$ cat config.mk
export PLATFORM = sky130hd
export DESIGN_NAME = sbc_control
export DESIGN_NICKNAME = d
export VERILOG_FILES = /design/src/hdl/sbc_pkg.sv /design/src/hdl/sbc_burst_counter.sv /design/src/hdl/sbc_control.sv /design/src/hdl/sbc_reset_sync.sv
export VERILOG_INCLUDE_DIRS = /design/src /design/src/hdl
export SDC_FILE = /design/constraint.sdc
export NUM_CORES = 1
export LEC_CHECK = 0
export BUFFER_PORTS_ARGS = -buffer_cell sky130_fd_sc_hd__buf_2
export CORE_UTILIZATION = 45
export CTS_BUF_LIST = sky130_fd_sc_hd__clkbuf_4 sky130_fd_sc_hd__clkbuf_8 sky130_fd_sc_hd__clkbuf_16
export DETAILED_ROUTE_END_ITERATION = 12
export GPL_ROUTABILITY_DRIVEN = 0
export PLACE_DENSITY_LB_ADDON = 0.25
export SYNTH_ARGS = -nofsm -noshare
export SYNTH_HDL_FRONTEND = slang
export SYNTH_SLANG_ARGS = --single-unit
$ cat constraint.sdc
create_clock -name clk -period 5.08 [get_ports clk]
set_clock_uncertainty 0.05 [all_clocks]
set_input_delay 0.508 -clock clk [delete_from_list [all_inputs] [get_ports clk]]
set_output_delay 0.508 -clock clk [all_outputs]
set_load 0.03 [all_outputs]
$ cat src/hdl/sbc_params.svh
`ifndef SBC_PARAMS_SVH
`define SBC_PARAMS_SVH

// ----------------------------------------------------------------
// widths
// ----------------------------------------------------------------
`define SBC_ADDR_W      21
`define SBC_BURST_W     2
`define SBC_LANES       4
`define SBC_BYTE_W      8
`define SBC_LANE_W      9
`define SBC_DATA_W      32
`define SBC_WORD_W      36
`define SBC_PARITY_POS  8

// ----------------------------------------------------------------
// reset values
// ----------------------------------------------------------------
`define SBC_RST_ADDR    21'h000000
`define SBC_RST_BURST   2'h0
`define SBC_RST_LANES   4'h0
`define SBC_RST_WORD    36'h000000000
`define SBC_RST_STRAP   1'b1
`define SBC_RST_FLAG    1'b0

// ----------------------------------------------------------------
// timing
// ----------------------------------------------------------------
`define SBC_READ_LATENCY 1

`endif

$ cat src/hdl/sbc_pkg.sv
package sbc_pkg;

    // ----------------------------------------------------------------
    // access kind held in each pipeline stage
    // ----------------------------------------------------------------
    typedef enum logic [1:0]
    {
        SBC_OP_IDLE  = 2'b00,
        SBC_OP_READ  = 2'b01,
        SBC_OP_WRITE = 2'b10
    } sbc_op_t;

endpackage

$ cat src/hdl/sbc_burst_counter.sv
`timescale 1ns/1ps
`default_nettype none
`include "sbc_params.svh"

module sbc_burst_counter
    import sbc_pkg::*;
(
    input  wire logic                    clk,
    input  wire logic                    rst_n,
    input  wire logic                    load,
    input  wire logic                    advance,
    input  wire logic [`SBC_BURST_W-1:0] base_lo,
    input  wire logic                    interleave,
    output logic      [`SBC_BURST_W-1:0] burst_lo
);

    logic [`SBC_BURST_W-1:0] base;
    logic [`SBC_BURST_W-1:0] count;
    logic [`SBC_BURST_W-1:0] next_base;
    logic [`SBC_BURST_W-1:0] next_count;

    always_comb
    begin
        next_base  = base;
        next_count = count;
        if (load)
        begin
            next_base  = base_lo;
            next_count = `SBC_RST_BURST;
        end
        else if (advance)
        begin
            next_count = `SBC_BURST_W'(count + 2'h1);
        end
    end

    always_ff @(posedge clk or negedge rst_n)
    begin
        if (!rst_n)
        begin
            base  <= `SBC_RST_BURST;
            count <= `SBC_RST_BURST;
        end
        else
        begin
            base  <= next_base;
            count <= next_count;
        end
    end

    // only the two low bits move; the group of four wraps on itself
    assign burst_lo = interleave ? (base ^ count) : `SBC_BURST_W'(base + count);

endmodule

`default_nettype wire

$ cat src/hdl/sbc_control.sv
// Function
// - advance high steps the burst counter of an access in flight
// - advance low loads a fresh start address
// - edges count only with clock qualify low
// - qualify high freezes all state and data outputs; array enables drop low
// - select needs one low, two high, three low
// - output enable high forces pins to input
// - tristate on write data, deselect, first cycle
// - input pins captured into data register
// - read data drives one recognized clock later
// - output enable and control jointly set direction
// - each lane select gates byte and parity
// - static strap selects interleaved or linear order
`timescale 1ns/1ps
`default_nettype none
`include "sbc_params.svh"

module sbc_control
    import sbc_pkg::*;
(
    input  wire logic                   clk,
    input  wire logic                   arst_n,
    input  wire logic                   clock_qualify_n,
    input  wire logic [`SBC_ADDR_W-1:0] address,
    input  wire logic                   advance_or_load_select,
    input  wire logic                   chip_select_one_n,
    input  wire logic                   chip_select_two,
    input  wire logic                   chip_select_three_n,
    input  wire logic                   write_enable_n,
    input  wire logic [`SBC_LANES-1:0]  byte_lane_select_n,
    input  wire logic                   output_enable_n,
    input  wire logic                   burst_order_strap,
    input  wire logic [`SBC_DATA_W-1:0] data_in,
    input  wire logic [`SBC_LANES-1:0]  parity_io_lines_in,
    output logic      [`SBC_DATA_W-1:0] data_out,
    output logic      [`SBC_LANES-1:0]  parity_io_lines_out,
    output logic                        data_oe,
    output logic                        mem_rd_en,
    output logic      [`SBC_ADDR_W-1:0] mem_rd_addr,
    input  wire logic [`SBC_WORD_W-1:0] mem_rd_data,
    output logic                        mem_wr_en,
    output logic      [`SBC_ADDR_W-1:0] mem_wr_addr,
    output logic      [`SBC_LANES-1:0]  mem_wr_lane_en,
    output logic      [`SBC_WORD_W-1:0] mem_wr_data
);

    // ----------------------------------------------------------------
    // reset and clock qualification
    // ----------------------------------------------------------------
    logic rst_n;
    logic ce;
    logic sel_now;
    logic load_req;

    sbc_reset_sync u_reset_sync
    (
        .clk    (clk),
        .arst_n (arst_n),
        .rst_n  (rst_n)
    );

    assign ce       = ~clock_qualify_n;
    assign sel_now  = ~chip_select_one_n & chip_select_two & ~chip_select_three_n;
    assign load_req = ~advance_or_load_select;

    // ----------------------------------------------------------------
    // burst order strap, caught after reset release
    // ----------------------------------------------------------------
    logic strap_taken;
    logic interleave_mode;
    logic next_strap_taken;
    logic next_interleave_mode;

    always_comb
    begin
        next_strap_taken     = strap_taken;
        next_interleave_mode = interleave_mode;
        if (ce && !strap_taken)
        begin
            next_interleave_mode = burst_order_strap;
            next_strap_taken     = 1'b1;
        end
    end

    // strap is read once after each reset; a change in operation cannot disturb a burst
    always_ff @(posedge clk or negedge rst_n)
    begin
        if (!rst_n)
        begin
            strap_taken     <= `SBC_RST_FLAG;
            interleave_mode <= `SBC_RST_STRAP;
        end
        else
        begin
            strap_taken     <= next_strap_taken;
            interleave_mode <= next_interleave_mode;
        end
    end

    // ----------------------------------------------------------------
    // address stage
    // ----------------------------------------------------------------
    sbc_op_t                              s1_op;
    logic    [`SBC_ADDR_W-1:`SBC_BURST_W] s1_addr_hi;
    logic    [`SBC_LANES-1:0]             s1_lanes;
    logic                                 s1_fresh;
    sbc_op_t                              next_s1_op;
    logic    [`SBC_ADDR_W-1:`SBC_BURST_W] next_s1_addr_hi;
    logic    [`SBC_LANES-1:0]             next_s1_lanes;
    logic                                 next_s1_fresh;
    logic    [`SBC_BURST_W-1:0]           burst_lo;
    logic    [`SBC_ADDR_W-1:0]            s1_addr;
    logic                                 ctr_load;
    logic                                 ctr_advance;

    assign ctr_load    = ce & load_req & sel_now;
    // an advance with nothing in flight stays idle; the controller reloads
    assign ctr_advance = ce & advance_or_load_select & (s1_op != SBC_OP_IDLE);

    sbc_burst_counter u_burst_counter
    (
        .clk        (clk),
        .rst_n      (rst_n),
        .load       (ctr_load),
        .advance    (ctr_advance),
        .base_lo    (address[`SBC_BURST_W-1:0]),
        .interleave (interleave_mode),
        .burst_lo   (burst_lo)
    );

    assign s1_addr = {s1_addr_hi, burst_lo};

    always_comb
    begin
        next_s1_op      = s1_op;
        next_s1_addr_hi = s1_addr_hi;
        next_s1_lanes   = s1_lanes;
        next_s1_fresh   = s1_fresh;
        if (ce)
        begin
            if (load_req)
            begin
                if (sel_now)
                begin
                    next_s1_op      = write_enable_n ? SBC_OP_READ : SBC_OP_WRITE;
                    next_s1_addr_hi = address[`SBC_ADDR_W-1:`SBC_BURST_W];
                    next_s1_lanes   = write_enable_n ? `SBC_RST_LANES : ~byte_lane_select_n;
                    next_s1_fresh   = (s1_op == SBC_OP_IDLE);
                end
                else
                begin
                    next_s1_op    = SBC_OP_IDLE;
                    next_s1_lanes = `SBC_RST_LANES;
                    next_s1_fresh = 1'b0;
                end
            end
            else
            begin
                // lane selects are taken fresh on every beat of a write burst
                next_s1_lanes = (s1_op == SBC_OP_WRITE) ? ~byte_lane_select_n : `SBC_RST_LANES;
                next_s1_fresh = 1'b0;
            end
        end
    end

    always_ff @(posedge clk or negedge rst_n)
    begin
        if (!rst_n)
        begin
            s1_op      <= SBC_OP_IDLE;
            s1_addr_hi <= (`SBC_ADDR_W-`SBC_BURST_W)'(`SBC_RST_ADDR >> `SBC_BURST_W);
            s1_lanes   <= `SBC_RST_LANES;
            s1_fresh   <= `SBC_RST_FLAG;
        end
        else
        begin
            s1_op      <= next_s1_op;
            s1_addr_hi <= next_s1_addr_hi;
            s1_lanes   <= next_s1_lanes;
            s1_fresh   <= next_s1_fresh;
        end
    end

    // ----------------------------------------------------------------
    // data stage
    // ----------------------------------------------------------------
    sbc_op_t                   s2_op;
    logic [`SBC_ADDR_W-1:0]    s2_addr;
    logic [`SBC_LANES-1:0]     s2_lanes;
    logic [`SBC_WORD_W-1:0]    rdata;
    logic [`SBC_WORD_W-1:0]    wdata;
    sbc_op_t                   next_s2_op;
    logic [`SBC_ADDR_W-1:0]    next_s2_addr;
    logic [`SBC_LANES-1:0]     next_s2_lanes;
    logic [`SBC_WORD_W-1:0]    next_rdata;
    logic [`SBC_WORD_W-1:0]    next_wdata;
    logic [`SBC_WORD_W-1:0]    pin_word;

    always_comb
    begin
        next_s2_op    = s2_op;
        next_s2_addr  = s2_addr;
        next_s2_lanes = s2_lanes;
        next_rdata    = rdata;
        if (ce)
        begin
            next_s2_op    = s1_op;
            next_s2_addr  = s1_addr;
            next_s2_lanes = s1_lanes;
            if (s1_op == SBC_OP_READ)
            begin
                next_rdata = mem_rd_data;
            end
        end
    end

    genvar lane;
    generate
        for (lane = 0; lane < `SBC_LANES; lane = lane + 1)
        begin : g_lane
            assign pin_word[lane*`SBC_LANE_W +: `SBC_LANE_W] =
                {parity_io_lines_in[lane], data_in[lane*`SBC_BYTE_W +: `SBC_BYTE_W]};
            // pins are sampled only while they act as inputs
            assign next_wdata[lane*`SBC_LANE_W +: `SBC_LANE_W] = (ce && !data_oe) ?
                pin_word[lane*`SBC_LANE_W +: `SBC_LANE_W] : wdata[lane*`SBC_LANE_W +: `SBC_LANE_W];
            assign data_out[lane*`SBC_BYTE_W +: `SBC_BYTE_W] = rdata[lane*`SBC_LANE_W +: `SBC_BYTE_W];
            assign parity_io_lines_out[lane] = rdata[lane*`SBC_LANE_W + `SBC_PARITY_POS];
        end
    endgenerate

    always_ff @(posedge clk or negedge rst_n)
    begin
        if (!rst_n)
        begin
            s2_op    <= SBC_OP_IDLE;
            s2_addr  <= `SBC_RST_ADDR;
            s2_lanes <= `SBC_RST_LANES;
            rdata    <= `SBC_RST_WORD;
            wdata    <= `SBC_RST_WORD;
        end
        else
        begin
            s2_op    <= next_s2_op;
            s2_addr  <= next_s2_addr;
            s2_lanes <= next_s2_lanes;
            rdata    <= next_rdata;
            wdata    <= next_wdata;
        end
    end

    // ----------------------------------------------------------------
    // pin direction and array port
    // ----------------------------------------------------------------
    logic drive_ok;

    // a read in flight is cut off if write data or a fresh select owns the bus
    assign drive_ok = (s2_op == SBC_OP_READ) & (s1_op != SBC_OP_WRITE) & ~s1_fresh;
    assign data_oe  = ~output_enable_n & drive_ok;

    // array read is combinational; a stretched cycle issues no extra access
    assign mem_rd_en      = ce & (s1_op == SBC_OP_READ);
    assign mem_rd_addr    = s1_addr;
    assign mem_wr_en      = ce & (s2_op == SBC_OP_WRITE) & (|s2_lanes);
    assign mem_wr_addr    = s2_addr;
    assign mem_wr_lane_en = s2_lanes;
    assign mem_wr_data    = wdata;

    // ----------------------------------------------------------------
    // checks
    // ----------------------------------------------------------------
    // checks wait one edge past release; at the release edge the flops still sit in reset
    logic chk_en;

    always_ff @(posedge clk or negedge rst_n)
    begin
        if (!rst_n)
        begin
            chk_en <= 1'b0;
        end
        else
        begin
            chk_en <= 1'b1;
        end
    end
endmodule

`default_nettype wire

$ cat src/hdl/sbc_reset_sync.sv
`timescale 1ns/1ps
`default_nettype none

module sbc_reset_sync
(
    input  wire logic clk,
    input  wire logic arst_n,
    output logic      rst_n
);

    logic meta;

    // two stages; the first is read only by the second
    always_ff @(posedge clk or negedge arst_n)
    begin
        if (!arst_n)
        begin
            meta  <= 1'b0;
            rst_n <= 1'b0;
        end
        else
        begin
            meta  <= 1'b1;
            rst_n <= meta;
        end
    end

endmodule

`default_nettype wire

# Word level (Yosys, flattened, before mapping)
# Index checks and enable logic that the tools add are counted.
# totals
regBits	133
word_cells	64
output_inout_bits	121
# classes
add_sub_neg	2
n_reduce_logical	11
n_eq_ne	5
muxes	11
n_bitwise	20
# ops
cell	count
$mux 4	4
$and 1x1->1	12
$mux 2	5
$not 1->1	6
$eq 2x1->1 const B	2
$eq 2x2->1 const B	2
$not 4->4	1
$reduce_and 2->1	2
$reduce_bool 2->1	2
$reduce_or 4->1	1
$reduce_and 3->1	1
$add 2x1->2 const B	1
$add 2x2->2	1
$logic_and 1x1->1	2
$logic_not 1->1	2
$logic_not 2->1	1
$mux 1	2
$ne 2x2->1 const B	1
$xor 2x2->2	1

# Depth between registers and ports, before layout
# logic_depth
word_depth	6
ltp_mapped	6
depth_no_buf	4

# Modules after synthesis
# Synthesis repeated with hierarchy kept, for this count alone.
# hier_totals
cells_unflattened	309
hier_area_um2	5198.7
# by_module_without_submodules
mod	seq_area_each_um2	area_each_um2	n_inst	cells_each
sbc_control	3179.3	4943.5	1	290
sbc_burst_counter	100.1	201.4	1	16
sbc_reset_sync	50.0	53.8	1	3

# Worst setup path before layout
# Ideal clock, no wire load.
# synth_timing
kind	input to output
start	input port clock_qualify_n
end	output port mem_wr_en
t_arrival_ps	2164
cell_stages	4
path_buffers	3
path_slack_ps	2358
cell_sequence	clkbuf_1 -> buf_1 -> clkbuf_1 -> nor4b_1
# synth_via
elab_chain_len	3
# synth_lines
item	line	source
start, declared	sbc_control.sv:23	input wire logic clock_qualify_n,
$not 1->1 (no source line)	n/a	
$and 1x1->1 (2 in series)	sbc_control.sv:263	assign mem_wr_en = ce & (s2_op == SBC_OP_WRITE) & (|s2_lanes);
end, declared	sbc_control.sv:41	output logic mem_wr_en,
# No other way between the ends.

# Worst setup path in the final report
# layout_timing
start	input port clock_qualify_n
end	output port mem_rd_en
# layout_via
elab_chain_len	2
# layout_lines
item	line	source
$not 1->1 (no source line)	n/a	
$and 1x1->1	sbc_control.sv:261	assign mem_rd_en = ce & (s1_op == SBC_OP_READ);
end, declared	sbc_control.sv:38	output logic mem_rd_en,
# No other way between the ends.

==> flow_summary.toml <==
[run_status]
outcome = "complete, no violations"

[synth]
synth-edff-count = 0
ys_seq_area_share_pct = 64.1
yosys.cell_count.top_type = "dfrtp_1"
syn_inst = 311
synth_largest_area_cell = "dfrtp_1"
synth_ff_type = "dfrtp_1"
synth_top_area_share_pct = 63.6
yosysWarnings = 0
synth_area_leaders = "dfrtp_1 64%, mux2_2 20%, mux2_4 8.7%, buf_12 1.2%, o41ai_1 0.67%"
ys_ff_latch = 133
ys_top_cells_by_count = "132 x dfrtp_1, 91 x mux2_2, 30 x mux2_4, 6 x buf_2, 6 x nand2_1"
async_reset_ff_share_pct = 100
ys_types = 31
syn_nets = 419
syn_avg_cell_area_sq_um = 16.7
synth_area_sq_um = 5200

[cells_and_area]
insertedDiodeCount = 0
final_cells = 697
final_util_pct = 63.5
drive_above_1_share_pct = 69.5
fin_nets = 654
areaGrowthSynthToFinish_pct = 34.7
fillerInstances = 838

[die]
die_w_um = 109
placementRows = 38
die_y_um = 109
die-area_sq_um = 12000
core_sq_um = 11000
io_pins = 228
initial_utilization_pct = 47.1

[setup_path]
worstSetupEndpointType = "output port"
crit_type = "input port to output port"
cp-endpoint = "mem_rd_en"
cp.required_ns = 4.52
path_max_fanout = 43
cp.arrival_ns = 2.37
path_common_cell = "buf_2"
crit_chain = "buf_2 > nand2b_1 > nor2_4 > buf_2"
worstRegToRegCells = 4
cp-start-kind = "input port"
r2r-start = "s1_op[1]"
path_buf_inv = 2
reg2reg_to = "mem_wr_data[3]"
cp_top_family = "simple AND/OR/NAND/NOR gates"
regToRegSetupSlack_ns = 3.05
path_depth = 4
slowest_delay_ns = 0.78
crit_slowest_cell = "nor2_4"
crit_start = "clock_qualify_n"

[grt]
grt_pass1_vias = 3512
grt_pass1_wl_mm = 17.0
grt-ovfl-total = 0
track_usage_pct = 19.3
antenna_found_initial = 1
grt_max_degree = 69

[drt]
vias = 3421
vias_per_cell = 4.91
first_pass_iters = 4
drt_iter0_drc = 120
drt-wirelength-per-cell_um = 16.0
routed_wl_mm = 11.1
drc_errors = 0
ant_nets = 0

[power_and_ir_drop]
powerDensity_nw_per_um2 = 535
irDropWorstVdd_mv = 0.356
p_leak_uw = 0.00354

[sta]
max_freq_mhz = 341
finalHoldViolCount = 0
finalCriticalPeriod_ns = 2.93
finalCritPeriodShare_pct = 57.7
finalMaxSlewViolations = 0
relSlewSlack_pct = 31.7
setup_viol_count_final = 0
rsz0062_at_grt = "no"
totalNegativeSetupSlack_ns = 0
tightest_slew_ns = 1.02
hold_slack_ns = 0.233

[flow_run]
maxCapViolations = 0

[clocking]
clk_latency_ns = 0.41
path_clk_slew_ns = 0.05
post_cts_buffers = 0
cts_root_buffer = "clkbuf_16"
numClockSinks = 133
htree_levels = 4
cts_buffers = 17
clockBufferDepth = 2
cts_tree = "built"

[placement]
port_buffers = 227
dp.cells = 666
hpwl_mm = 8.10

[min_path]
worstHoldPathType = "input port to register"
==> sequential cells by signal, indices dropped and copies added (netlist names) <==
register,cells
mem_wr_data,36
rdata,36
mem_wr_addr,21
s1_addr_hi,19
mem_wr_lane_en,4
s1_lanes,4
s1_op,2
s2_op,2
u_burst_counter.base,2
u_burst_counter.count,2
interleave_mode,1
s1_fresh,1
strap_taken,1
u_reset_sync.meta,1
u_reset_sync.rst_n,1
==> layout by cell type, fill, tap and decap left out, types with 4 or more instances in the layout <==
cell type,netlist,routed
nand2_1,6,6
buf_2,6,227
mux2_2,91,91
dfrtp_1,132,131
nor2_1,5,5
clkbuf_4,0,5
clkinv_2,0,4
o41ai_1,4,4
mux2_4,30,30
clkbuf_16,0,17
==> worst register-to-register path, delay by kind of cell, from the launching register on <==
kind                   cells  cell delay, ns
DFF                        1            0.45
muxes                      1            0.44
and+or+nand+nor            1            0.28
AOI/OAI and AO/OA          1            0.18
buffers and inverters      1            0.49
==> kinds of logic (layout without fill, tap and decap cells) <==
group / count (synthesis) / in the layout / share of synthesized area [%]
flops: 133 / 133 / 64.1
xor+xnor: 2 / 2 / 0.337
buf+inv: 17 / 263 / 2.46
fa+ha+maj: 1 / 1 / 0.241
other cells: 1 / 1 / 0.0722
simple gates: 25 / 25 / 2.82
compound gates: 11 / 11 / 1.64
mux: 121 / 121 / 28.4
==> report_power, final <==
group / leakage [uW] / internal, uW / total (uW) / switching [uW]
clock network: 0.000284 / 728 / 1130 / 400
logic: 0.00165 / 416 / 1160 / 740
registers: 0.00161 / 1310 / 1460 / 146
total: 0.00354 / 2460 / 3740 / 1290
==> stage by stage <==
stage,area (sq um),total power [uW],worst slack (ns)
floorplan,5200,2260,1.05
global placement,6430,2610,2.15
detailed placement,6430,2640,2.10
CTS,7000,3790,2.11
global route,7000,3920,1.96
finish,7000,3740,2.15
==> what timing repair did <==
action,in CTS,in global routing
hold endpoints to repair,2,0
resized for setup,0,0
hold buffers,1,0
==> final cells by class <==
| cell class | instances | area [sq um] | area share, % |
|---|---|---|---|
| clock inverter | 5 | 50.0 | 0.715 |
| tap | 140 | 175 | 2.50 |
| sequential | 133 | 3330 | 47.6 |
| timing repair buffer | 231 | 1170 | 16.7 |
| inverter | 2 | 7.51 | 0.107 |
| multi-input combinational | 161 | 1760 | 25.2 |
| clock buffer | 25 | 504 | 7.20 |
==> layer usage <==
metal,wire [um],GRT usage (%),vias to the layer above
li1,-,-,1572
met1,4320,21.4,1678
met2,5380,31.1,156
met3,1260,9.84,13
met4,161,8.57,2
met5,10,0,-
==> worst min-delay path by stage <==
stage	startpoint	endpoint	cells past startpoint
after global routing	byte_lane_select_n[3]	s1_lanes[3]	2
after CTS	byte_lane_select_n[3]	s1_lanes[3]	2
after global placement	arst_n	u_reset_sync.meta	1
after floorplan	arst_n	u_reset_sync.meta	0
after detailed placement	arst_n	u_reset_sync.meta	1
final	byte_lane_select_n[3]	s1_lanes[3]	2
Note: power is estimated with default switching activity, not from simulation.
